==> src/common/pcg_pkg.sv <==
// Package of constants and types for the peripheral clock gating block
package pcg_pkg;

   // Bus geometry
   localparam int ADDR_W = 8;
   localparam int DATA_W = 32;
   localparam int REG_W  = 16;
   localparam int NUM_A  = 16;
   localparam int NUM_B  = 16;

   // Register indices as printed; byte address is four times the index
   localparam logic [7:0] IDX_GATE_A = 8'h0c;
   localparam logic [7:0] IDX_GATE_B = 8'h0d;
   localparam logic [7:0] IDX_KEEP_A = 8'h0e;
   localparam logic [7:0] IDX_GUARD  = 8'h12;
   localparam logic [7:0] IDX_STATUS = 8'h14;
   localparam logic [7:0] IDX_LIVE   = 8'h15;

   localparam logic [7:0] ADDR_GATE_A = {IDX_GATE_A[5:0], 2'h0};
   localparam logic [7:0] ADDR_GATE_B = {IDX_GATE_B[5:0], 2'h0};
   localparam logic [7:0] ADDR_KEEP_A = {IDX_KEEP_A[5:0], 2'h0};
   localparam logic [7:0] ADDR_GUARD  = {IDX_GUARD[5:0], 2'h0};
   localparam logic [7:0] ADDR_STATUS = {IDX_STATUS[5:0], 2'h0};
   localparam logic [7:0] ADDR_LIVE   = {IDX_LIVE[5:0], 2'h0};

   // Implemented bits; all other positions are reserved and held at zero
   localparam logic [15:0] MASK_GATE_A = 16'hf455;
   localparam logic [15:0] MASK_GATE_B = 16'h700f;
   localparam logic [15:0] MASK_KEEP_A = 16'hf455;

   // Reset values
   localparam logic [15:0] RST_GATE_A = 16'h0000;
   localparam logic [15:0] RST_GATE_B = 16'h0000;
   localparam logic [15:0] RST_KEEP_A = 16'h0000;
   localparam logic [1:0]  RST_GUARD  = 2'h0;

   // Write guard field sits in bits 3:2 of its register
   localparam int GUARD_LSB  = 2;
   localparam int GUARD_ON   = 0;
   localparam int GUARD_LOCK = 1;
   localparam int STAT_STOP  = 0;

   // Bus responses
   localparam logic [1:0] RESP_OKAY   = 2'h0;
   localparam logic [1:0] RESP_SLVERR = 2'h2;

   // Power mode of the chip as seen by the gating logic
   typedef enum logic {MODE_RUN, MODE_STOP} pcg_mode_type;

   // Register write request handed from the bus slave to the register file
   typedef struct packed {
      logic [ADDR_W-1:0]   addr;
      logic [DATA_W-1:0]   data;
      logic [DATA_W/8-1:0] strb;
   } pcg_wr_type;

endpackage : pcg_pkg

==> src/rtl/pcg_top.sv <==
// Peripheral clock gating and stop-mode keep-alive, AXI4-Lite programmed
//
// Register access over AXI4-Lite was chosen for this implementation.
module pcg_top (
   // Clock and reset
   input  wire logic                       CLK_I,
   input  wire logic                       RESET_N_I,
   // AXI4-Lite write channels
   input  wire logic [pcg_pkg::ADDR_W-1:0] AWADDR_I,
   input  wire logic                       AWVALID_I,
   output logic                            AWREADY_O,
   input  wire logic [pcg_pkg::DATA_W-1:0] WDATA_I,
   input  wire logic [3:0]                 WSTRB_I,
   input  wire logic                       WVALID_I,
   output logic                            WREADY_O,
   output logic [1:0]                      BRESP_O,
   output logic                            BVALID_O,
   input  wire logic                       BREADY_I,
   // AXI4-Lite read channels
   input  wire logic [pcg_pkg::ADDR_W-1:0] ARADDR_I,
   input  wire logic                       ARVALID_I,
   output logic                            ARREADY_O,
   output logic [pcg_pkg::DATA_W-1:0]      RDATA_O,
   output logic [1:0]                      RRESP_O,
   output logic                            RVALID_O,
   input  wire logic                       RREADY_I,
   // Power mode handshake with the core
   input  wire logic                       STOP_REQ_I,
   output logic                            STOP_MODE_O,
   output logic                            WAKE_O,
   // Peripheral interrupts, one per enable position
   input  wire logic [pcg_pkg::NUM_A-1:0]  IRQ_A_I,
   input  wire logic [pcg_pkg::NUM_B-1:0]  IRQ_B_I,
   // Peripheral bus selects from the address decoder
   input  wire logic [pcg_pkg::NUM_A-1:0]  PERIPH_SEL_A_I,
   input  wire logic [pcg_pkg::NUM_B-1:0]  PERIPH_SEL_B_I,
   // Gated outputs to the peripherals
   output logic [pcg_pkg::NUM_A-1:0]       CLK_EN_A_O,
   output logic [pcg_pkg::NUM_B-1:0]       CLK_EN_B_O,
   output logic [pcg_pkg::NUM_A-1:0]       PERIPH_SEL_A_O,
   output logic [pcg_pkg::NUM_B-1:0]       PERIPH_SEL_B_O
);

   typedef struct packed {
      logic [pcg_pkg::REG_W-1:0] gate_a;
      logic [pcg_pkg::REG_W-1:0] gate_b;
      logic [pcg_pkg::REG_W-1:0] keep_a;
      logic [1:0]                guard;
      pcg_pkg::pcg_mode_type     mode;
      logic                      in_stop;
      logic                      wake;
   } pcg_top_type;

   pcg_top_type                st;
   pcg_top_type                next_st;
   pcg_pkg::pcg_wr_type        wr;
   logic                       wr_go;
   logic                       wr_hit;
   logic [pcg_pkg::ADDR_W-1:0] rd_addr;
   logic [pcg_pkg::DATA_W-1:0] rd_data;
   logic                       rd_hit;
   logic                       wake_req;
   logic [31:0]                en_all;
   logic [31:0]                keep_all;
   logic [31:0]                sel_in_all;
   logic [31:0]                clk_en_all;
   logic [31:0]                sel_out_all;

   // Byte-lane merge of a 16-bit register; reserved bits forced to zero
   function automatic logic [15:0] merge16(input logic [15:0] old,
                                           input logic [31:0] data,
                                           input logic [3:0]  strb,
                                           input logic [15:0] mask);
      logic [15:0] res;
      res = old;
      if (strb[0]) begin
         res[7:0] = data[7:0];
      end
      if (strb[1]) begin
         res[15:8] = data[15:8];
      end
      return res & mask;
   endfunction : merge16

   ////////////////////////////////////////////////////////////////////////////
   // Bus slave

   pcg_axil_slave u_slave (
      .clk_i     (CLK_I),
      .reset_n_i (RESET_N_I),
      .awaddr_i  (AWADDR_I),
      .awvalid_i (AWVALID_I),
      .awready_o (AWREADY_O),
      .wdata_i   (WDATA_I),
      .wstrb_i   (WSTRB_I),
      .wvalid_i  (WVALID_I),
      .wready_o  (WREADY_O),
      .bresp_o   (BRESP_O),
      .bvalid_o  (BVALID_O),
      .bready_i  (BREADY_I),
      .araddr_i  (ARADDR_I),
      .arvalid_i (ARVALID_I),
      .arready_o (ARREADY_O),
      .rdata_o   (RDATA_O),
      .rresp_o   (RRESP_O),
      .rvalid_o  (RVALID_O),
      .rready_i  (RREADY_I),
      .wr_o      (wr),
      .wr_go_o   (wr_go),
      .wr_hit_i  (wr_hit),
      .rd_addr_o (rd_addr),
      .rd_data_i (rd_data),
      .rd_hit_i  (rd_hit)
   );

   // Address decode; read-only status words refuse writes
   always_comb begin
      wr_hit  = (wr.addr == pcg_pkg::ADDR_GATE_A) || (wr.addr == pcg_pkg::ADDR_GATE_B) ||
                (wr.addr == pcg_pkg::ADDR_KEEP_A) || (wr.addr == pcg_pkg::ADDR_GUARD);
      rd_hit  = 1'b1;
      rd_data = '0;
      case (rd_addr)
         pcg_pkg::ADDR_GATE_A: rd_data = {16'h0000, st.gate_a};
         pcg_pkg::ADDR_GATE_B: rd_data = {16'h0000, st.gate_b};
         pcg_pkg::ADDR_KEEP_A: rd_data = {16'h0000, st.keep_a};
         pcg_pkg::ADDR_GUARD:  rd_data[pcg_pkg::GUARD_LSB +: 2] = st.guard;
         pcg_pkg::ADDR_STATUS: rd_data[pcg_pkg::STAT_STOP] = st.in_stop;
         pcg_pkg::ADDR_LIVE:   rd_data = {CLK_EN_B_O, CLK_EN_A_O};
         default:              rd_hit = 1'b0;
      endcase
   end

   ////////////////////////////////////////////////////////////////////////////
   // Registers and power mode

   // Only a clock that is really running can raise a wake-up
   assign wake_req = |(IRQ_A_I & CLK_EN_A_O) | |(IRQ_B_I & CLK_EN_B_O);

   // Register writes, guard and stop/run sequencing
   always_comb begin
      next_st      = st;
      next_st.wake = 1'b0;
      if (wr_go) begin
         case (wr.addr)
            pcg_pkg::ADDR_GATE_A: begin
               if (!st.guard[pcg_pkg::GUARD_ON]) begin
                  next_st.gate_a = merge16(st.gate_a, wr.data, wr.strb,
                                           pcg_pkg::MASK_GATE_A);
               end
            end
            pcg_pkg::ADDR_GATE_B: begin
               if (!st.guard[pcg_pkg::GUARD_ON]) begin
                  next_st.gate_b = merge16(st.gate_b, wr.data, wr.strb,
                                           pcg_pkg::MASK_GATE_B);
               end
            end
            pcg_pkg::ADDR_KEEP_A: begin
               if (!st.guard[pcg_pkg::GUARD_ON]) begin
                  next_st.keep_a = merge16(st.keep_a, wr.data, wr.strb,
                                           pcg_pkg::MASK_KEEP_A);
               end
            end
            pcg_pkg::ADDR_GUARD: begin
               // Once locked only a chip reset frees the guard
               if (!st.guard[pcg_pkg::GUARD_LOCK] && wr.strb[0]) begin
                  next_st.guard = wr.data[pcg_pkg::GUARD_LSB +: 2];
               end
            end
            default: begin
               next_st.guard = st.guard;
            end
         endcase
      end
      case (st.mode)
         pcg_pkg::MODE_RUN: begin
            if (STOP_REQ_I) begin
               next_st.mode = pcg_pkg::MODE_STOP;
            end
         end
         pcg_pkg::MODE_STOP: begin
            if (wake_req) begin
               next_st.mode = pcg_pkg::MODE_RUN;
               next_st.wake = 1'b1;
            end
         end
         default: begin
            next_st.mode = pcg_pkg::MODE_RUN;
         end
      endcase
      next_st.in_stop = (next_st.mode == pcg_pkg::MODE_STOP);
   end

   // State register; all enables come up off
   always_ff @(posedge CLK_I) begin
      if (!RESET_N_I) begin
         st.gate_a  <= pcg_pkg::RST_GATE_A;
         st.gate_b  <= pcg_pkg::RST_GATE_B;
         st.keep_a  <= pcg_pkg::RST_KEEP_A;
         st.guard   <= pcg_pkg::RST_GUARD;
         st.mode    <= pcg_pkg::MODE_RUN;
         st.in_stop <= 1'b0;
         st.wake    <= 1'b0;
      end else begin
         st <= next_st;
      end
   end

   assign STOP_MODE_O = st.in_stop;
   assign WAKE_O      = st.wake;

   ////////////////////////////////////////////////////////////////////////////
   // Per-peripheral gates; group B has no keep register so it always stops

   assign en_all     = {st.gate_b, st.gate_a};
   assign keep_all   = {16'h0000, st.keep_a};
   assign sel_in_all = {PERIPH_SEL_B_I, PERIPH_SEL_A_I};

   for (genvar i = 0; i < 32; i++) begin : g_gate
      pcg_gate_cell u_cell (
         .clk_i     (CLK_I),
         .reset_n_i (RESET_N_I),
         .enable_i  (en_all[i]),
         .keep_i    (keep_all[i]),
         .run_i     (st.mode == pcg_pkg::MODE_RUN),
         .sel_i     (sel_in_all[i]),
         .clk_en_o  (clk_en_all[i]),
         .sel_o     (sel_out_all[i])
      );
   end

   assign CLK_EN_A_O     = clk_en_all[15:0];
   assign CLK_EN_B_O     = clk_en_all[31:16];
   assign PERIPH_SEL_A_O = sel_out_all[15:0];
   assign PERIPH_SEL_B_O = sel_out_all[31:16];

   ////////////////////////////////////////////////////////////////////////////
   // Checks

   a_reset_gates_off: assert property (@(posedge CLK_I) disable iff (!RESET_N_I)
      $rose(RESET_N_I) |-> (CLK_EN_A_O == '0 && st.gate_a == '0))
      else $error("group A clocks not off after reset");

   a_run_clk_a: assert property (@(posedge CLK_I) disable iff (!RESET_N_I)
      (st.mode == pcg_pkg::MODE_RUN) |=> (CLK_EN_A_O == $past(st.gate_a)))
      else $error("group A clock enables do not follow register in run");

   a_run_clk_b: assert property (@(posedge CLK_I) disable iff (!RESET_N_I)
      (st.mode == pcg_pkg::MODE_RUN) |=> (CLK_EN_B_O == $past(st.gate_b)))
      else $error("group B clock enables do not follow register in run");

   a_stop_all_b: assert property (@(posedge CLK_I) disable iff (!RESET_N_I)
      st.in_stop |=> (CLK_EN_B_O == '0))
      else $error("group B clock running in stop");

   a_stop_keep_a: assert property (@(posedge CLK_I) disable iff (!RESET_N_I)
      st.in_stop |=> (CLK_EN_A_O == $past(st.gate_a & st.keep_a)))
      else $error("group A stop clocks differ from enable and keep");

   a_wake_exit: assert property (@(posedge CLK_I) disable iff (!RESET_N_I)
      (st.in_stop && |(IRQ_A_I & CLK_EN_A_O))
         |=> (WAKE_O && !STOP_MODE_O) ##1 !WAKE_O)
      else $error("kept-alive interrupt did not wake for one cycle");

   a_sel_gated: assert property (@(posedge CLK_I) disable iff (!RESET_N_I)
      ##1 ((PERIPH_SEL_A_O & ~$past(st.gate_a)) == '0))
      else $error("select passed to a peripheral with clock off");

   a_guard_blocks: assert property (@(posedge CLK_I) disable iff (!RESET_N_I)
      (wr_go && wr.addr == pcg_pkg::ADDR_GATE_A && st.guard[pcg_pkg::GUARD_ON])
         |=> $stable(st.gate_a))
      else $error("guarded enable register changed");

   a_guard_locked: assert property (@(posedge CLK_I) disable iff (!RESET_N_I)
      st.guard[pcg_pkg::GUARD_LOCK] |=> $stable(st.guard))
      else $error("locked guard changed");

   a_reserved_zero: assert property (@(posedge CLK_I) disable iff (!RESET_N_I)
      ((st.gate_a & ~pcg_pkg::MASK_GATE_A) == '0)
         && ((st.gate_b & ~pcg_pkg::MASK_GATE_B) == '0))
      else $error("reserved enable bit set");

   c_enter_stop: cover property (@(posedge CLK_I) disable iff (!RESET_N_I)
      $rose(st.in_stop));
   c_wake_up: cover property (@(posedge CLK_I) disable iff (!RESET_N_I)
      WAKE_O);
   c_guard_hit: cover property (@(posedge CLK_I) disable iff (!RESET_N_I)
      wr_go && st.guard[pcg_pkg::GUARD_ON]);
   c_kept_clock: cover property (@(posedge CLK_I) disable iff (!RESET_N_I)
      st.in_stop && (CLK_EN_A_O != '0));

endmodule : pcg_top

==> src/rtl/pcg_gate_cell.sv <==
// One peripheral clock enable with stop keep-alive and access qualification
module pcg_gate_cell (
   // Clock and reset
   input  wire logic clk_i,
   input  wire logic reset_n_i,
   // Control
   input  wire logic enable_i,
   input  wire logic keep_i,
   input  wire logic run_i,
   // Peripheral bus select from the address decoder
   input  wire logic sel_i,
   // Gated results
   output logic      clk_en_o,
   output logic      sel_o
);

   typedef struct packed {
      logic clk_en;
      logic sel;
   } pcg_cell_type;

   pcg_cell_type st;
   pcg_cell_type next_st;
   logic         live;

   // Clock runs when enabled, and in stop only when also kept alive
   always_comb begin
      live           = enable_i & (run_i | keep_i);
      next_st.clk_en = live;
      // A select never reaches a peripheral whose clock is off
      next_st.sel    = sel_i & live;
   end

   // State register
   always_ff @(posedge clk_i) begin
      if (!reset_n_i) begin
         st <= '0;
      end else begin
         st <= next_st;
      end
   end

   assign clk_en_o = st.clk_en;
   assign sel_o    = st.sel;

endmodule : pcg_gate_cell

==> src/rtl/pcg_axil_slave.sv <==
// AXI4-Lite slave front end that turns bus transfers into register requests
module pcg_axil_slave (
   // Clock and reset
   input  wire logic                       clk_i,
   input  wire logic                       reset_n_i,
   // Write channels
   input  wire logic [pcg_pkg::ADDR_W-1:0] awaddr_i,
   input  wire logic                       awvalid_i,
   output logic                            awready_o,
   input  wire logic [pcg_pkg::DATA_W-1:0] wdata_i,
   input  wire logic [3:0]                 wstrb_i,
   input  wire logic                       wvalid_i,
   output logic                            wready_o,
   output logic [1:0]                      bresp_o,
   output logic                            bvalid_o,
   input  wire logic                       bready_i,
   // Read channels
   input  wire logic [pcg_pkg::ADDR_W-1:0] araddr_i,
   input  wire logic                       arvalid_i,
   output logic                            arready_o,
   output logic [pcg_pkg::DATA_W-1:0]      rdata_o,
   output logic [1:0]                      rresp_o,
   output logic                            rvalid_o,
   input  wire logic                       rready_i,
   // Register file side
   output pcg_pkg::pcg_wr_type             wr_o,
   output logic                            wr_go_o,
   input  wire logic                       wr_hit_i,
   output logic [pcg_pkg::ADDR_W-1:0]      rd_addr_o,
   input  wire logic [pcg_pkg::DATA_W-1:0] rd_data_i,
   input  wire logic                       rd_hit_i
);

   typedef struct packed {
      logic                       aw_full;
      logic                       w_full;
      logic                       awready;
      logic                       wready;
      logic                       bvalid;
      logic [1:0]                 bresp;
      logic                       arready;
      logic                       rd_pend;
      logic                       rvalid;
      logic [1:0]                 rresp;
      logic [pcg_pkg::DATA_W-1:0] rdata;
      logic [pcg_pkg::ADDR_W-1:0] rd_addr;
      pcg_pkg::pcg_wr_type        wr;
      logic                       wr_go;
   } pcg_slave_type;

   pcg_slave_type st;
   pcg_slave_type next_st;

   // Address and data are parked separately, so either may come first
   always_comb begin
      next_st       = st;
      next_st.wr_go = 1'b0;
      if (st.bvalid && bready_i) begin
         next_st.bvalid = 1'b0;
      end
      if (awvalid_i && st.awready) begin
         next_st.wr.addr = awaddr_i;
         next_st.aw_full = 1'b1;
      end
      if (wvalid_i && st.wready) begin
         next_st.wr.data = wdata_i;
         next_st.wr.strb = wstrb_i;
         next_st.w_full  = 1'b1;
      end
      // Issue only once the previous response has gone
      if (st.aw_full && st.w_full && !st.bvalid) begin
         next_st.wr_go   = 1'b1;
         next_st.aw_full = 1'b0;
         next_st.w_full  = 1'b0;
         next_st.bvalid  = 1'b1;
         next_st.bresp   = wr_hit_i ? pcg_pkg::RESP_OKAY : pcg_pkg::RESP_SLVERR;
      end
      next_st.awready = !next_st.aw_full;
      next_st.wready  = !next_st.w_full;
      // Read path: one cycle to look the register up, then answer
      if (st.rvalid && rready_i) begin
         next_st.rvalid = 1'b0;
      end
      if (arvalid_i && st.arready) begin
         next_st.rd_addr = araddr_i;
         next_st.rd_pend = 1'b1;
      end
      if (st.rd_pend) begin
         next_st.rd_pend = 1'b0;
         next_st.rvalid  = 1'b1;
         next_st.rdata   = rd_data_i;
         next_st.rresp   = rd_hit_i ? pcg_pkg::RESP_OKAY : pcg_pkg::RESP_SLVERR;
      end
      next_st.arready = !next_st.rd_pend && !next_st.rvalid;
   end

   // State register
   always_ff @(posedge clk_i) begin
      if (!reset_n_i) begin
         st <= '0;
      end else begin
         st <= next_st;
      end
   end

   assign awready_o = st.awready;
   assign wready_o  = st.wready;
   assign bvalid_o  = st.bvalid;
   assign bresp_o   = st.bresp;
   assign arready_o = st.arready;
   assign rvalid_o  = st.rvalid;
   assign rresp_o   = st.rresp;
   assign rdata_o   = st.rdata;
   assign rd_addr_o = st.rd_addr;
   assign wr_o      = st.wr;
   assign wr_go_o   = st.wr_go;

endmodule : pcg_axil_slave

==> config.mk <==
export PLATFORM = sky130hd
export DESIGN_NAME = pcg_top
export DESIGN_NICKNAME = d
export VERILOG_FILES = /design/src/common/pcg_pkg.sv /design/src/rtl/pcg_top.sv /design/src/rtl/pcg_gate_cell.sv /design/src/rtl/pcg_axil_slave.sv
export SDC_FILE = /design/constraint.sdc
export NUM_CORES = 1
export LEC_CHECK = 0
export BUFFER_PORTS_ARGS = -buffer_cell sky130_fd_sc_hd__buf_2
export CORE_UTILIZATION = 45
export CTS_CLUSTER_SIZE = 25
export DETAILED_ROUTE_END_ITERATION = 8
export PLACE_DENSITY = 0.77
export REMOVE_ABC_BUFFERS = 1
export SYNTH_ARGS = -nofsm -noshare
export SYNTH_HDL_FRONTEND = slang
export SYNTH_SLANG_ARGS = --single-unit
export TNS_END_PERCENT = 50
==> constraint.sdc <==
create_clock -name CLK_I -period 2 [get_ports CLK_I]
set_clock_uncertainty 0.2 [all_clocks]
set_input_delay 0 -clock CLK_I [delete_from_list [all_inputs] [get_ports CLK_I]]
set_output_delay 0 -clock CLK_I [all_outputs]
set_load 0.02 [all_outputs]
[Word-level counts from Yosys, hierarchy flattened]
Index checks and enable logic that the tools add are counted.
Storage, ports and cells
  flip-flop bits (word level): 140
  output and inout bits: 107
  logic and storage cells: 163
Operators by class
  equality and inequality tests: 10
  mux-type cells: 20
  bitwise logic cells: 46
  reduce and logical (&&, ||, !) cells: 30
Operators by type and width (number)
  $pmux 27 s4: 1
  $eq 8x6->1 const B: 6
  $mux 36: 1
  $and 1x1->1: 32
  $eq 8x7->1 const B: 4
  $reduce_or 16->1: 2
  $reduce_and 4->1: 6
  $and 16x15->16: 1
  $and 16x16->16: 1
  $mux 1: 11
  $or 1x1->1: 10
  $pmux 2 s5: 1
  $logic_and 1x1->1: 9
  $logic_not 1->1: 6
  $mux 2: 3
  $reduce_or 6->1: 1
  $pmux 1 s5: 1
  $logic_or 1x1->1: 3
  $mux 3: 1
  $reduce_and 3->1: 1
  $not 1->1: 2
  $pmux 1 s2: 1
  $reduce_and 2->1: 1
  $reduce_bool 2->1: 1

[Longest topological paths before layout]
Gate-level depths: netlist of the first run.
  depth in word-level cells: 7
  depth in mapped cells: 6
  depth with buffers taken out: 4

[Modules after synthesis]
A second synthesis of the first run with hierarchy kept.
Unflattened totals
  cells, all modules: 811
  area total of the unflattened synthesis: 8458.1 um2
Modules (own cells, without submodules)
  pcg_axil_slave: instances 1, cells each 459, area an instance 4650.7 um2, seq. area each 1901.8 um2
  pcg_gate_cell: instances 32, cells each 4, area an instance 61.3 um2, seq. area each 40.0 um2
  pcg_top: instances 1, cells each 224, area an instance 1845.5 um2, seq. area each 580.6 um2

[Worst setup path before layout of the first run]
Ideal clock, no wire load.
  path kind: register to register
  start: register u_slave.st, in the netlist u_slave.rd_addr_o[0]
  end: register u_slave.st, in the netlist u_slave.rdata_o[0]
  library setup time: 74 ps
  arrival: 1515 ps
  path slack: 211 ps
  cell stages (with the launch flop): 5
  path buffers: 0
  clock period less this slack: 1789 ps
  path through: dfxtp_1 > or4b_4 > or2_4 > o22a_1 > a31oi_1
Between the ends
  longest elaborated chain between the ends: 2
  elaborated cells on any way between the ends: 6
  classes of those cells: 5 x eq/ne; 1 x mux
RTL lines
  from (decl): RTL line pcg_axil_slave.sv:51  | pcg_slave_type st;
  from (signal assigned): RTL line pcg_axil_slave.sv:102  | st <= next_st;
  $eq 8x7->1 or $eq 8x6->1 (tied branches): RTL line pcg_top.sv:122  | case (rd_addr)
  $pmux 1 s5 (*): RTL line pcg_top.sv:122
Every way passes the cells marked *; elsewhere a longest branch is shown, timed or not.
A chain may end at the register's enable or synchronous reset.

[Worst setup path after layout of the first run]
  start: register g_gate[2].u_cell.st, in the netlist g_gate[2].u_cell.clk_en_o
  end: register st, in the netlist STOP_MODE_O
Between the ends
  longest elaborated chain between the ends: 5
RTL lines
  from (decl): RTL line pcg_gate_cell.sv:22  | pcg_cell_type st;
  from (signal assigned): RTL line pcg_gate_cell.sv:39  | st <= next_st;
  $and 16x16->16: RTL line pcg_top.sv:137  | assign wake_req = |(IRQ_A_I & CLK_EN_A_O) | |(IRQ_B_I & CLK_EN_B_O);
  $reduce_or 16->1: RTL line pcg_top.sv:137
  $or 1x1->1: RTL line pcg_top.sv:137
  $mux 1: RTL line pcg_top.sv:181  | if (wake_req) begin
  $pmux 1 s2: RTL line pcg_top.sv:174  | case (st.mode)
  to (signal assigned): RTL line pcg_top.sv:204  | st <= next_st;
  to (decl): RTL line pcg_top.sv:54  | pcg_top_type st;
Every way passes these cells.

==> flow_metrics.py, run 1 <==
metrics = {
    "run_status": {
        "outcome": "finished, violations left",
        "violations_in_the_final_reports": "hold timing",
    },
    "synth": {
        "yosys_warning_total": 0,
        "number_of_synthesized_flops_with_an_enable_pin": 0,
        "synthesis.area_per_instance_um2": 9.230,
        "post_synth_inst_count": 573,
        "share_of_async_settable_or_async_resettable_flops_after_synthesis": 0,
        "synth-seq-area-share": 0.4504,
        "syn-cell-area_um2": 5289,
        "synth-seq-cells": 119,
        "unique_masters_post_synth": 55,
        "ys_dominant_reg_cell": "sky130_fd_sc_hd__dfxtp_1",
    },
    "cells_and_area": {
        "final_net_count": 878,
        "drive_above_1_share": 0.2458,
        "area_growth_pct": 36.15,
        "antenna-diode-count": 0,
        "register_area_um2": 2382,
        "num-fill-cells": 911,
        "multi_input_area_um2": 2232,
    },
    "global_route": {
        "globalRoute.busiestLayer": "met2",
        "grt_use_met3": 0.05818,
        "grt.met2_usage": 0.3801,
        "groute.layer.met1.usage": 0.2505,
        "grt_overflow_total": 0,
        "grtUsageTotal": 0.2165,
        "first_global_vias": 4316,
        "grt_antenna_before_repair": 0,
        "grt_pass1_wl_um": 20930,
        "grt_start_max_net_pins": 31,
    },
    "die": {
        "fp.coreArea_um2": 11420,
        "core.rowCount": 39,
        "fp.dieArea_um2": 12190,
        "die_h_um": 110.4,
        "initial_core_utilization": 0.4632,
        "i_o_pin_total": 231,
        "floorplan.die.width_um": 110.4,
    },
    "power_and_ir_drop": {
        "power.combinational.fraction": 0.081,
        "power.switching_fraction": 0.2067,
        "power.share.sequential": 0.385,
        "irDropWorstVdd_mv": 0.5544,
        "cellLeakagePower_nw": 3.207,
        "pwr_cell_area_nw_per_um2": 890.2,
        "clockPowerShare": 0.534,
        "intPower_mw": 5.085,
        "power.total_mw": 6.410,
        "p_switching_mw": 1.325,
    },
    "placed_design": {
        "place.detailed.hpwl_um": 8978,
        "io_buffers": 127,
        "globalplace.congestion": 0.8181,
        "place_worst_setup_slack_ps": 36.60,
    },
    "drt": {
        "drt_first_iter_violations": 254,
        "detail_route.wirelength_um": 13040,
        "wl_per_cell_um": 14.37,
        "final_antenna_net_count": 0,
        "vias_per_cell": 4.818,
        "detail_route.drc_violations": 0,
        "detailroute.via_count": 4375,
        "first_pass_iters": 4,
    },
    "clock_network": {
        "path_clk_slew_ps": 50,
        "cts_tree": "built",
        "cts_max_level": 4,
        "cts_inserted_buffers": 17,
        "clock_path_buffers": 2,
        "clk_root_buffer_cell": "sky130_fd_sc_hd__clkbuf_16",
        "clkSinkCount": 119,
        "clk_latency_ps": 410,
    },
    "sta": {
        "fin_hold_ws_ps": -6.029,
        "fin_crit_ps": 1954,
        "report.final.slew_viol_count": 0,
        "finalSetupViolations": 0,
        "relative_slew_slack": 0.6569,
        "max_freq_mhz": 511.7,
        "fin_tns_setup_ps": 0,
        "finalHoldViolCount": 1,
        "post-route-worst-setup-slack_ps": 45.58,
        "worst_slew_pin_slew_ps": 513.5,
        "period_utilization_post_route": 0.9772,
    },
    "min_path": {
        "min_path_type": "primary input to flip-flop",
    },
    "critical_path": {
        "crit_arrival_ps": 2110,
        "critical_path_required_ps": 2150,
        "critical_path_class": "flip-flop to flip-flop",
        "worst-path-max-fanout": 3,
        "critical_path.endpoint_type": "flip-flop",
        "worst-r2r-setup-slack_ps": 50,
        "crit_path_start_kind": "flip-flop",
    },
    "flow_run": {
        "max_cap_viol_count": 0,
    },
}
[power groups by stage]
stage,clock (mW),combinational [mW],sequential [mW]
2_1_floorplan,0,0.192,2.53
3_3_place_gp,0,0.368,2.51
3_5_place_dp,0,0.375,2.52
4_1_cts,3.45,0.505,2.47
5_1_grt,3.56,0.560,2.47
6_report,3.43,0.516,2.47
[timing repair]
item                                    4_1_cts  5_1_grt
endpoints found under the setup margin        0       26
setup buffers                                 0        2
hold buffers                                 93        1
gates resized for setup                       0        5
endpoints found under the hold margin        63        2
[per-stage QoR]
step | area, um2 | util | instances
floorplan | 4618 | - | 497
global placement | 5553 | 0.4863 | 783
detailed placement | 5553 | 0.4863 | 783
CTS | 7152 | 0.6263 | 906
global route | 7201 | 0.6306 | 908
finish | 7201 | 0.6306 | 908
[routing by layer]
metal,vias up,share of wire
met5,-,0
met4,0,0.010
li1,2186,-
met3,13,0.060
met1,2025,0.43
met2,151,0.50
[layout by cell type, fill, tap and decap left out, types with 7 or more instances in the layout]
cell                            count
sky130_fd_sc_hd__conb_1            48
sky130_fd_sc_hd__nand3_1           17
sky130_fd_sc_hd__a22o_1            15
sky130_fd_sc_hd__o21ai_1           12
sky130_fd_sc_hd__and3_1             7
sky130_fd_sc_hd__nor2b_1           27
sky130_fd_sc_hd__mux2i_1           23
sky130_fd_sc_hd__and2_1            22
sky130_fd_sc_hd__buf_2            127
sky130_fd_sc_hd__inv_1             10
sky130_fd_sc_hd__nand2_1           79
sky130_fd_sc_hd__nor2_1             7
sky130_fd_sc_hd__a21oi_1           13
sky130_fd_sc_hd__dfxtp_1          119
sky130_fd_sc_hd__a21boi_0          29
sky130_fd_sc_hd__clkbuf_16         17
sky130_fd_sc_hd__dlygate4sd3_1     93
sky130_fd_sc_hd__buf_4             18
[Yosys cell counts, types with 2 or more instances]
master,instances,area [um2]
sky130_fd_sc_hd__and4_1,2,17.52
sky130_fd_sc_hd__nor2b_1,27,168.9
sky130_fd_sc_hd__a21oi_1,13,65.06
sky130_fd_sc_hd__a22o_1,15,131.4
sky130_fd_sc_hd__and3_1,7,43.79
sky130_fd_sc_hd__o21ai_1,12,60.06
sky130_fd_sc_hd__nand2_1,79,296.5
sky130_fd_sc_hd__o22ai_1,3,18.77
sky130_fd_sc_hd__nor2_1,7,26.28
sky130_fd_sc_hd__nand2b_1,2,12.51
sky130_fd_sc_hd__nand3_1,17,85.08
sky130_fd_sc_hd__a31oi_1,3,18.77
sky130_fd_sc_hd__a21boi_0,29,217.7
sky130_fd_sc_hd__o21a_1,4,30.03
sky130_fd_sc_hd__dfxtp_1,119,2382
sky130_fd_sc_hd__and2_1,22,137.6
sky130_fd_sc_hd__o21ai_0,6,30.03
sky130_fd_sc_hd__buf_4,101,758.2
sky130_fd_sc_hd__nand4_1,6,37.54
sky130_fd_sc_hd__o22a_1,2,17.52
sky130_fd_sc_hd__nor3_1,2,10.01
sky130_fd_sc_hd__mux2i_1,23,230.2
sky130_fd_sc_hd__nor4bb_1,2,20.02
sky130_fd_sc_hd__a22oi_1,6,45.04
sky130_fd_sc_hd__a222oi_1,4,40.04
sky130_fd_sc_hd__inv_1,10,37.54
sky130_fd_sc_hd__a221oi_1,4,35.03
sky130_fd_sc_hd__clkbuf_1,18,67.56
sky130_fd_sc_hd__and2b_2,2,17.52
[worst max-delay path, cell delays in order (launching register included)]
cell and delay (ps):
sky130_fd_sc_hd__dfxtp_1 360, sky130_fd_sc_hd__a22o_1 260, sky130_fd_sc_hd__a221oi_2 160, sky130_fd_sc_hd__dlygate4sd3_1 570, sky130_fd_sc_hd__and4_1 220, sky130_fd_sc_hd__a22o_1 140
[sequential cells by signal, summed over array words and instances, names as in the netlist, 2 cells and up]
name	cells
en_all	16
g_gate.u_cell.clk_en_o	16
g_gate.u_cell.sel_o	16
keep_all	9
st	2
u_slave.rd_addr_o	8
u_slave.rdata_o	18
u_slave.st	3
u_slave.wr_o	21
[path summary, 6_finish.rpt]
path                          to                 startpoint  cells after the start
max                  STOP_MODE_O  g_gate[2].u_cell.clk_en_o                      5
min                       WAKE_O                 IRQ_B_I[2]                      5
max reg2reg          STOP_MODE_O  g_gate[2].u_cell.clk_en_o                      5
min reg2reg  u_slave.rdata_o[10]        u_slave.rdata_o[10]                      2
[area by class of cell]
cell class,count,area share
multi-input combinational,368,0.3100
sequential,119,0.3308
timing repair buffer,238,0.2363
inverter,10,0.005213
tap,143,0.02485
clock inverter,8,0.02693
clock buffer,22,0.06586
[logic make-up (layout without fill, tap and decap cells)]
family          after synthesis  in the layout  synth area share
flops                       119            119            0.4504
simple gates                191            191            0.1957
other cells                   1             48         0.0007090
buf+inv                     133            278            0.1673
mux                          23             23           0.04353
compound gates              106            106            0.1424
No activity file was read; power rests on OpenSTA's default activity.
==> run 2: changes to the inputs <==
--- a/config.mk
+++ b/config.mk
@@ -9,6 +9,7 @@
 export CORE_UTILIZATION = 45
 export CTS_CLUSTER_SIZE = 25
 export DETAILED_ROUTE_END_ITERATION = 8
+export GPL_TIMING_DRIVEN = 0
 export PLACE_DENSITY = 0.77
 export REMOVE_ABC_BUFFERS = 1
 export SYNTH_ARGS = -nofsm -noshare
==> flow_metrics.py, run 2 (same netlist as run 1, synthesis figures left out) <==
metrics = {
    "placed_design": {
        "placed_cell_area_um2": 5433,
        "io_buffers": 127,
        "placed_cells": 767,
        "globalplace.congestion": 0.8093,
        "place_worst_setup_slack_ps": -452.6,
        "place.detailed.hpwl_um": 8685,
    },
    "die": {
        "floorplan.die.width_um": 110.4,
        "initial_core_utilization": 0.4632,
        "fp.dieArea_um2": 12190,
        "i_o_pin_total": 231,
        "die_h_um": 110.4,
        "fp.coreArea_um2": 11420,
        "core.rowCount": 39,
    },
    "cells_and_area": {
        "layoutNonFillerInstCount": 887,
        "antenna-diode-count": 0,
        "final_cell_mix": "126 x sky130_fd_sc_hd__buf_2, 118 x sky130_fd_sc_hd__dfxtp_1, 88 x sky130_fd_sc_hd__dlygate4sd3_1",
        "multi_input_area_um2": 2257,
        "num-fill-cells": 946,
        "final_core_util": 0.6102,
        "register_area_um2": 2384,
        "drive_above_1_share": 0.2379,
        "post-route-cell-area_um2": 6968,
        "largest_register_ff_count": 21,
        "area_growth_pct": 31.75,
        "final_common_cell": "sky130_fd_sc_hd__buf_2",
        "final_net_count": 857,
    },
    "clock_network": {
        "clk_latency_ps": 420,
        "path_clk_slew_ps": 50,
        "cts_max_level": 4,
        "cts_tree": "built",
        "clk_root_buffer_cell": "sky130_fd_sc_hd__clkbuf_16",
        "clkSinkCount": 119,
        "clock_path_buffers": 2,
        "cts_inserted_buffers": 17,
    },
    "global_route": {
        "grtUsageTotal": 0.2153,
        "grt_use_met3": 0.05763,
        "first_global_vias": 4224,
        "globalRoute.busiestLayer": "met2",
        "groute.layer.met1.usage": 0.2501,
        "grt_antenna_before_repair": 0,
        "grt.met2_usage": 0.3752,
        "grt_overflow_total": 0,
        "grt_pass1_wl_um": 20930,
        "grt_start_max_net_pins": 90,
    },
    "power_and_ir_drop": {
        "p_switching_mw": 1.351,
        "power.total_mw": 5.958,
        "clockPowerShare": 0.502,
        "cellLeakagePower_nw": 3.061,
        "power.switching_fraction": 0.2267,
        "power.combinational.fraction": 0.081,
        "intPower_mw": 4.608,
        "power.share.sequential": 0.417,
        "irDropWorstVdd_mv": 0.6427,
        "pwr_cell_area_nw_per_um2": 855.1,
    },
    "run_status": {
        "violations_in_the_final_reports": "hold timing",
        "outcome": "finished, violations left",
    },
    "drt": {
        "final_antenna_net_count": 0,
        "drt_first_iter_violations": 336,
        "detailroute.via_count": 4412,
        "wl_per_cell_um": 14.97,
        "first_pass_iters": 4,
        "detail_route.drc_violations": 0,
        "detail_route.wirelength_um": 13280,
        "vias_per_cell": 4.974,
    },
    "sta": {
        "finalSetupViolations": 0,
        "fin_tns_setup_ps": 0,
        "worst_slew_pin_slew_ps": 1030,
        "report.final.slew_viol_count": 0,
        "post-route-worst-setup-slack_ps": 34.54,
        "max_freq_mhz": 508.8,
        "relative_slew_slack": 0.3117,
        "unrepaired_setup_endpoints_after_global_routing": "yes",
        "fin_crit_ps": 1965,
        "finalHoldViolCount": 1,
        "period_utilization_post_route": 0.9827,
        "fin_hold_ws_ps": -23.74,
    },
    "critical_path": {
        "critical_path.max_stage_delay_ps": 590,
        "critical_path.endpoint_type": "flip-flop",
        "critPathBufInv": 0,
        "critical_path_class": "flip-flop to flip-flop",
        "worst_path_dominant_cell_family": "compound AO/OA/AOI/OAI gates",
        "crit_path_start_kind": "flip-flop",
        "cell_at_the_slowest_stage_of_the_critical_path": "sky130_fd_sc_hd__a2111oi_2",
        "crit_arrival_ps": 2110,
        "worst-path-max-fanout": 5,
        "worstPathCellList": "nand4bb_1 > a2111oi_2 > o21bai_1 > o21ai_1",
        "critical_path_required_ps": 2140,
    },
    "min_path": {
        "min_path_type": "primary input to flip-flop",
    },
    "flow_run": {
        "max_cap_viol_count": 0,
    },
}
==> run 2: tightest hold or removal path: cells and delay by family <==
kind	cells	cell delay, ps
compound gates	2	190
buf+inv	1	80
simple gates	2	280
==> run 2: repair_timing <==
| action | 4_1_cts | 5_1_grt |
|---|---|---|
| resized for setup | 5 | 9 |
| cloned | 0 | 0 |
| endpoints found under the setup margin | 44 | 52 |
| hold buffers | 86 | 4 |
| pin swaps | 2 | 4 |
| endpoints found under the hold margin | 53 | 2 |
| buffers inserted | 1 | 1 |
==> run 2: power by group through the flow <==
stage	Clock, mW	Sequential [mW]	Combinational, mW
finish	2.99	2.49	0.480
global route	3.12	2.49	0.517
CTS	3.01	2.48	0.464
detailed placement	0	2.53	0.341
global placement	0	2.53	0.333
floorplan	0	2.53	0.192
==> run 2: per-layer routing <==
metal  part of all wire  up-vias
met5                  0        -
li1                   -     2136
met3              0.065       31
met4              0.030        0
met2               0.49      189
met1               0.41     2056
==> run 2: path summary, 6_finish.rpt <==
| check | startpoint | endpoint | slack (ps) | cells after the start |
|---|---|---|---|---|
| max | u_slave.rd_addr_o[4] | u_slave.rdata_o[6] | 30 | 4 |
| min | IRQ_B_I[12] | WAKE_O | -20 | 5 |
| max reg2reg | u_slave.rd_addr_o[4] | u_slave.rdata_o[6] | 30 | 4 |
| min reg2reg | u_slave.rdata_o[10] | u_slave.rdata_o[10] | 240 | 2 |
==> run 2: layout make-up <==
| class | instances | area share |
|---|---|---|
| clock buffer | 20 | 0.06410 |
| clock inverter | 10 | 0.01867 |
| inverter | 10 | 0.005387 |
| multi-input combinational | 368 | 0.3239 |
| sequential | 119 | 0.3421 |
| tap | 143 | 0.02568 |
| timing repair buffer | 217 | 0.2201 |
==> run 3: changes to the inputs <==
--- a/config.mk
+++ b/config.mk
@@ -5,6 +5,7 @@
 export SDC_FILE = /design/constraint.sdc
 export NUM_CORES = 1
 export LEC_CHECK = 0
+export ABC_AREA = 1
 export BUFFER_PORTS_ARGS = -buffer_cell sky130_fd_sc_hd__buf_2
 export CORE_UTILIZATION = 45
 export CTS_CLUSTER_SIZE = 25
==> flow_metrics.py, run 3 <==
metrics = {
    "synth": {
        "synth-seq-area-share": 0.4467,
        "yosys_warning_total": 0,
        "synthDominantAreaCellType": "sky130_fd_sc_hd__dfxtp_1",
        "synth-seq-cells": 119,
        "post_synth_inst_count": 697,
        "synth_commonest_cells": "119 x sky130_fd_sc_hd__dfxtp_1, 107 x sky130_fd_sc_hd__nor2_1, 103 x sky130_fd_sc_hd__buf_4, 99 x sky130_fd_sc_hd__nand2_1, 68 x sky130_fd_sc_hd__o21ai_0",
        "ys_dominant_reg_cell": "sky130_fd_sc_hd__dfxtp_1",
        "netlist.area_leader.share": 0.4467,
        "unique_masters_post_synth": 29,
        "synth.area.top_cells": "sky130_fd_sc_hd__dfxtp_1 45%, sky130_fd_sc_hd__buf_4 15%, sky130_fd_sc_hd__nor2_1 7.5%",
        "synth_most_common_cell": "sky130_fd_sc_hd__dfxtp_1",
        "number_of_synthesized_flops_with_an_enable_pin": 0,
        "share_of_async_settable_or_async_resettable_flops_after_synthesis": 0,
        "synthesis.area_per_instance_um2": 7.651,
        "syn-cell-area_um2": 5333,
    },
    "sta": {
        "relative_slew_slack": 0.4279,
        "unrepaired_setup_endpoints_after_global_routing": "no",
        "max_freq_mhz": 524.9,
        "finalHoldViolCount": 0,
        "period_utilization_post_route": 0.9526,
        "finalSetupViolations": 0,
        "fin_hold_ws_ps": 18.75,
        "report.final.slew_viol_count": 0,
        "worst_slew_pin_slew_ps": 856.9,
        "fin_crit_ps": 1905,
    },
    "global_route": {
        "grt_overflow_total": 0,
        "grt_start_max_net_pins": 58,
        "first_global_vias": 4364,
        "grt_pass1_wl_um": 20410,
        "grt_antenna_before_repair": 0,
        "grtUsageTotal": 0.2047,
    },
    "drt": {
        "detail_route.drc_violations": 0,
        "detailroute.via_count": 4581,
        "drt_first_iter_violations": 283,
        "final_antenna_net_count": 0,
        "wl_per_cell_um": 12.46,
        "detail_route.wirelength_um": 12190,
        "vias_per_cell": 4.679,
        "first_pass_iters": 4,
    },
    "placed_design": {
        "io_buffers": 127,
        "place.detailed.hpwl_um": 8107,
        "placed_cells": 887,
        "globalplace.congestion": 0.7792,
    },
    "critical_path": {
        "worst_path_most_repeated_cell": "sky130_fd_sc_hd__nor2_1",
        "crit_path_start_kind": "flip-flop",
        "critical_path.max_stage_delay_ps": 570,
        "critical_path_required_ps": 2050,
        "critical_path.endpoint_type": "flip-flop",
        "worst-path-max-fanout": 3,
        "worst_path_dominant_cell_family": "simple AND/OR/NAND/NOR gates",
        "worstPathCellList": "nand2_2 > nand4_1 > nor2_1 > nand2_1 > nor2_1 > dlygate4sd3_1 > nor3_1",
        "crit_arrival_ps": 1960,
        "cell_at_the_slowest_stage_of_the_critical_path": "sky130_fd_sc_hd__dlygate4sd3_1",
        "critical_path_class": "flip-flop to flip-flop",
        "critPathBufInv": 1,
    },
    "die": {
        "initial_core_utilization": 0.4650,
        "fp.coreArea_um2": 11470,
        "core.rowCount": 39,
        "i_o_pin_total": 231,
        "floorplan.die.width_um": 110.9,
        "die_h_um": 110.9,
        "fp.dieArea_um2": 12290,
    },
    "cells_and_area": {
        "layoutNonFillerInstCount": 979,
        "largest_register_ff_count": 21,
        "num-fill-cells": 1042,
        "area_growth_pct": 23.84,
        "final_cell_mix": "126 x sky130_fd_sc_hd__buf_2, 118 x sky130_fd_sc_hd__dfxtp_1, 103 x sky130_fd_sc_hd__nor2_1",
        "final_common_cell": "sky130_fd_sc_hd__buf_2",
        "antenna-diode-count": 0,
        "final_net_count": 947,
        "drive_above_1_share": 0.2237,
    },
    "clock_network": {
        "clk_root_buffer_cell": "sky130_fd_sc_hd__clkbuf_16",
        "clkSinkCount": 119,
        "cts_inserted_buffers": 17,
        "path_clk_slew_ps": 60,
        "cts_max_level": 4,
        "clk_latency_ps": 400,
        "clock_path_buffers": 2,
        "cts_setup_buffers": 0,
        "cts_tree": "built",
    },
    "flow_run": {
        "max_cap_viol_count": 0,
    },
    "power_and_ir_drop": {
        "cellLeakagePower_nw": 2.985,
        "pwr_cell_area_nw_per_um2": 882.0,
        "irDropWorstVdd_mv": 0.5263,
        "power.total_mw": 5.825,
    },
    "min_path": {
        "min_path_type": "primary input to flip-flop",
    },
    "run_status": {
        "outcome": "completed",
    },
}
run 3: worst reg2reg max path: stages, from the launching register on:
cell and delay (ps):
sky130_fd_sc_hd__dfxtp_1 340, sky130_fd_sc_hd__nand2_2 120, sky130_fd_sc_hd__nand4_1 180, sky130_fd_sc_hd__nor2_1 130, sky130_fd_sc_hd__nand2_1 60, sky130_fd_sc_hd__nor2_1 110
sky130_fd_sc_hd__dlygate4sd3_1 570, sky130_fd_sc_hd__nor3_1 50
run 3: power by group:
part	switching [mW]	internal (mW)	total, mW
Sequential	0.0496	2.43	2.48
Combinational	0.306	0.198	0.504
Clock	1.07	1.77	2.84
Total	1.42	4.40	5.82
run 3: layer usage:
metal	GRT usage	vias to the layer above	routed length [um]
met3	0.04921	21	601
met1	0.2568	2060	5492
met4	0.09067	0	256
met2	0.3333	129	5844
met5	0	-	0
li1	-	2371	-
run 3: cell families (layout without fill, tap and decap cells):
| kind of cell | Yosys count | in the layout | share of synthesized area |
|---|---|---|---|
| buf+inv | 170 | 262 | 0.1987 |
| simple gates | 303 | 303 | 0.2550 |
| other cells | 1 | 48 | 0.0007032 |
| compound gates | 104 | 104 | 0.09878 |
| flops | 119 | 119 | 0.4467 |
run 3: what timing repair did:
action                                  4_1_cts  5_1_grt
hold buffers                                 60        0
endpoints found under the hold margin        51        0
endpoints found under the setup margin       18       17
resized for setup                             2        5
run 3: final cells by class:
class / count / area, um2 / area share
multi-input combinational: 455 / 2079 / 0.3149
sequential: 119 / 2384 / 0.3609
inverter: 43 / 161.4 / 0.02444
clock buffer: 21 / 460.4 / 0.06972
tap: 143 / 178.9 / 0.02709
timing repair buffer: 187 / 1239 / 0.1876
clock inverter: 11 / 101.3 / 0.01535
run 3: final timing paths:
check | cells after the start | to | slack [ps] | start
setup / recovery | 7 | WAKE_O | 90 | g_gate[4].u_cell.clk_en_o
hold / removal | 3 | u_slave.wr_o[6] | 20 | RESET_N_I
setup reg to reg | 7 | WAKE_O | 90 | g_gate[4].u_cell.clk_en_o
hold reg to reg | 2 | u_slave.rd_addr_o[1] | 250 | u_slave.rd_addr_o[1]
run 3: metrics by stage:
stage | utilization | setup TNS, ps | setup slack, ps | cell area, um2
after floorplan | - | 0 | 318.6 | 4611
after global placement | 0.4731 | -21980 | -990.9 | 5425
after detailed placement | 0.4731 | -6057 | -483.8 | 5425
after CTS | 0.5749 | 0 | 20.47 | 6593
after global routing | 0.5759 | 0 | 5.635 | 6604
final | 0.5759 | 0 | 94.88 | 6604
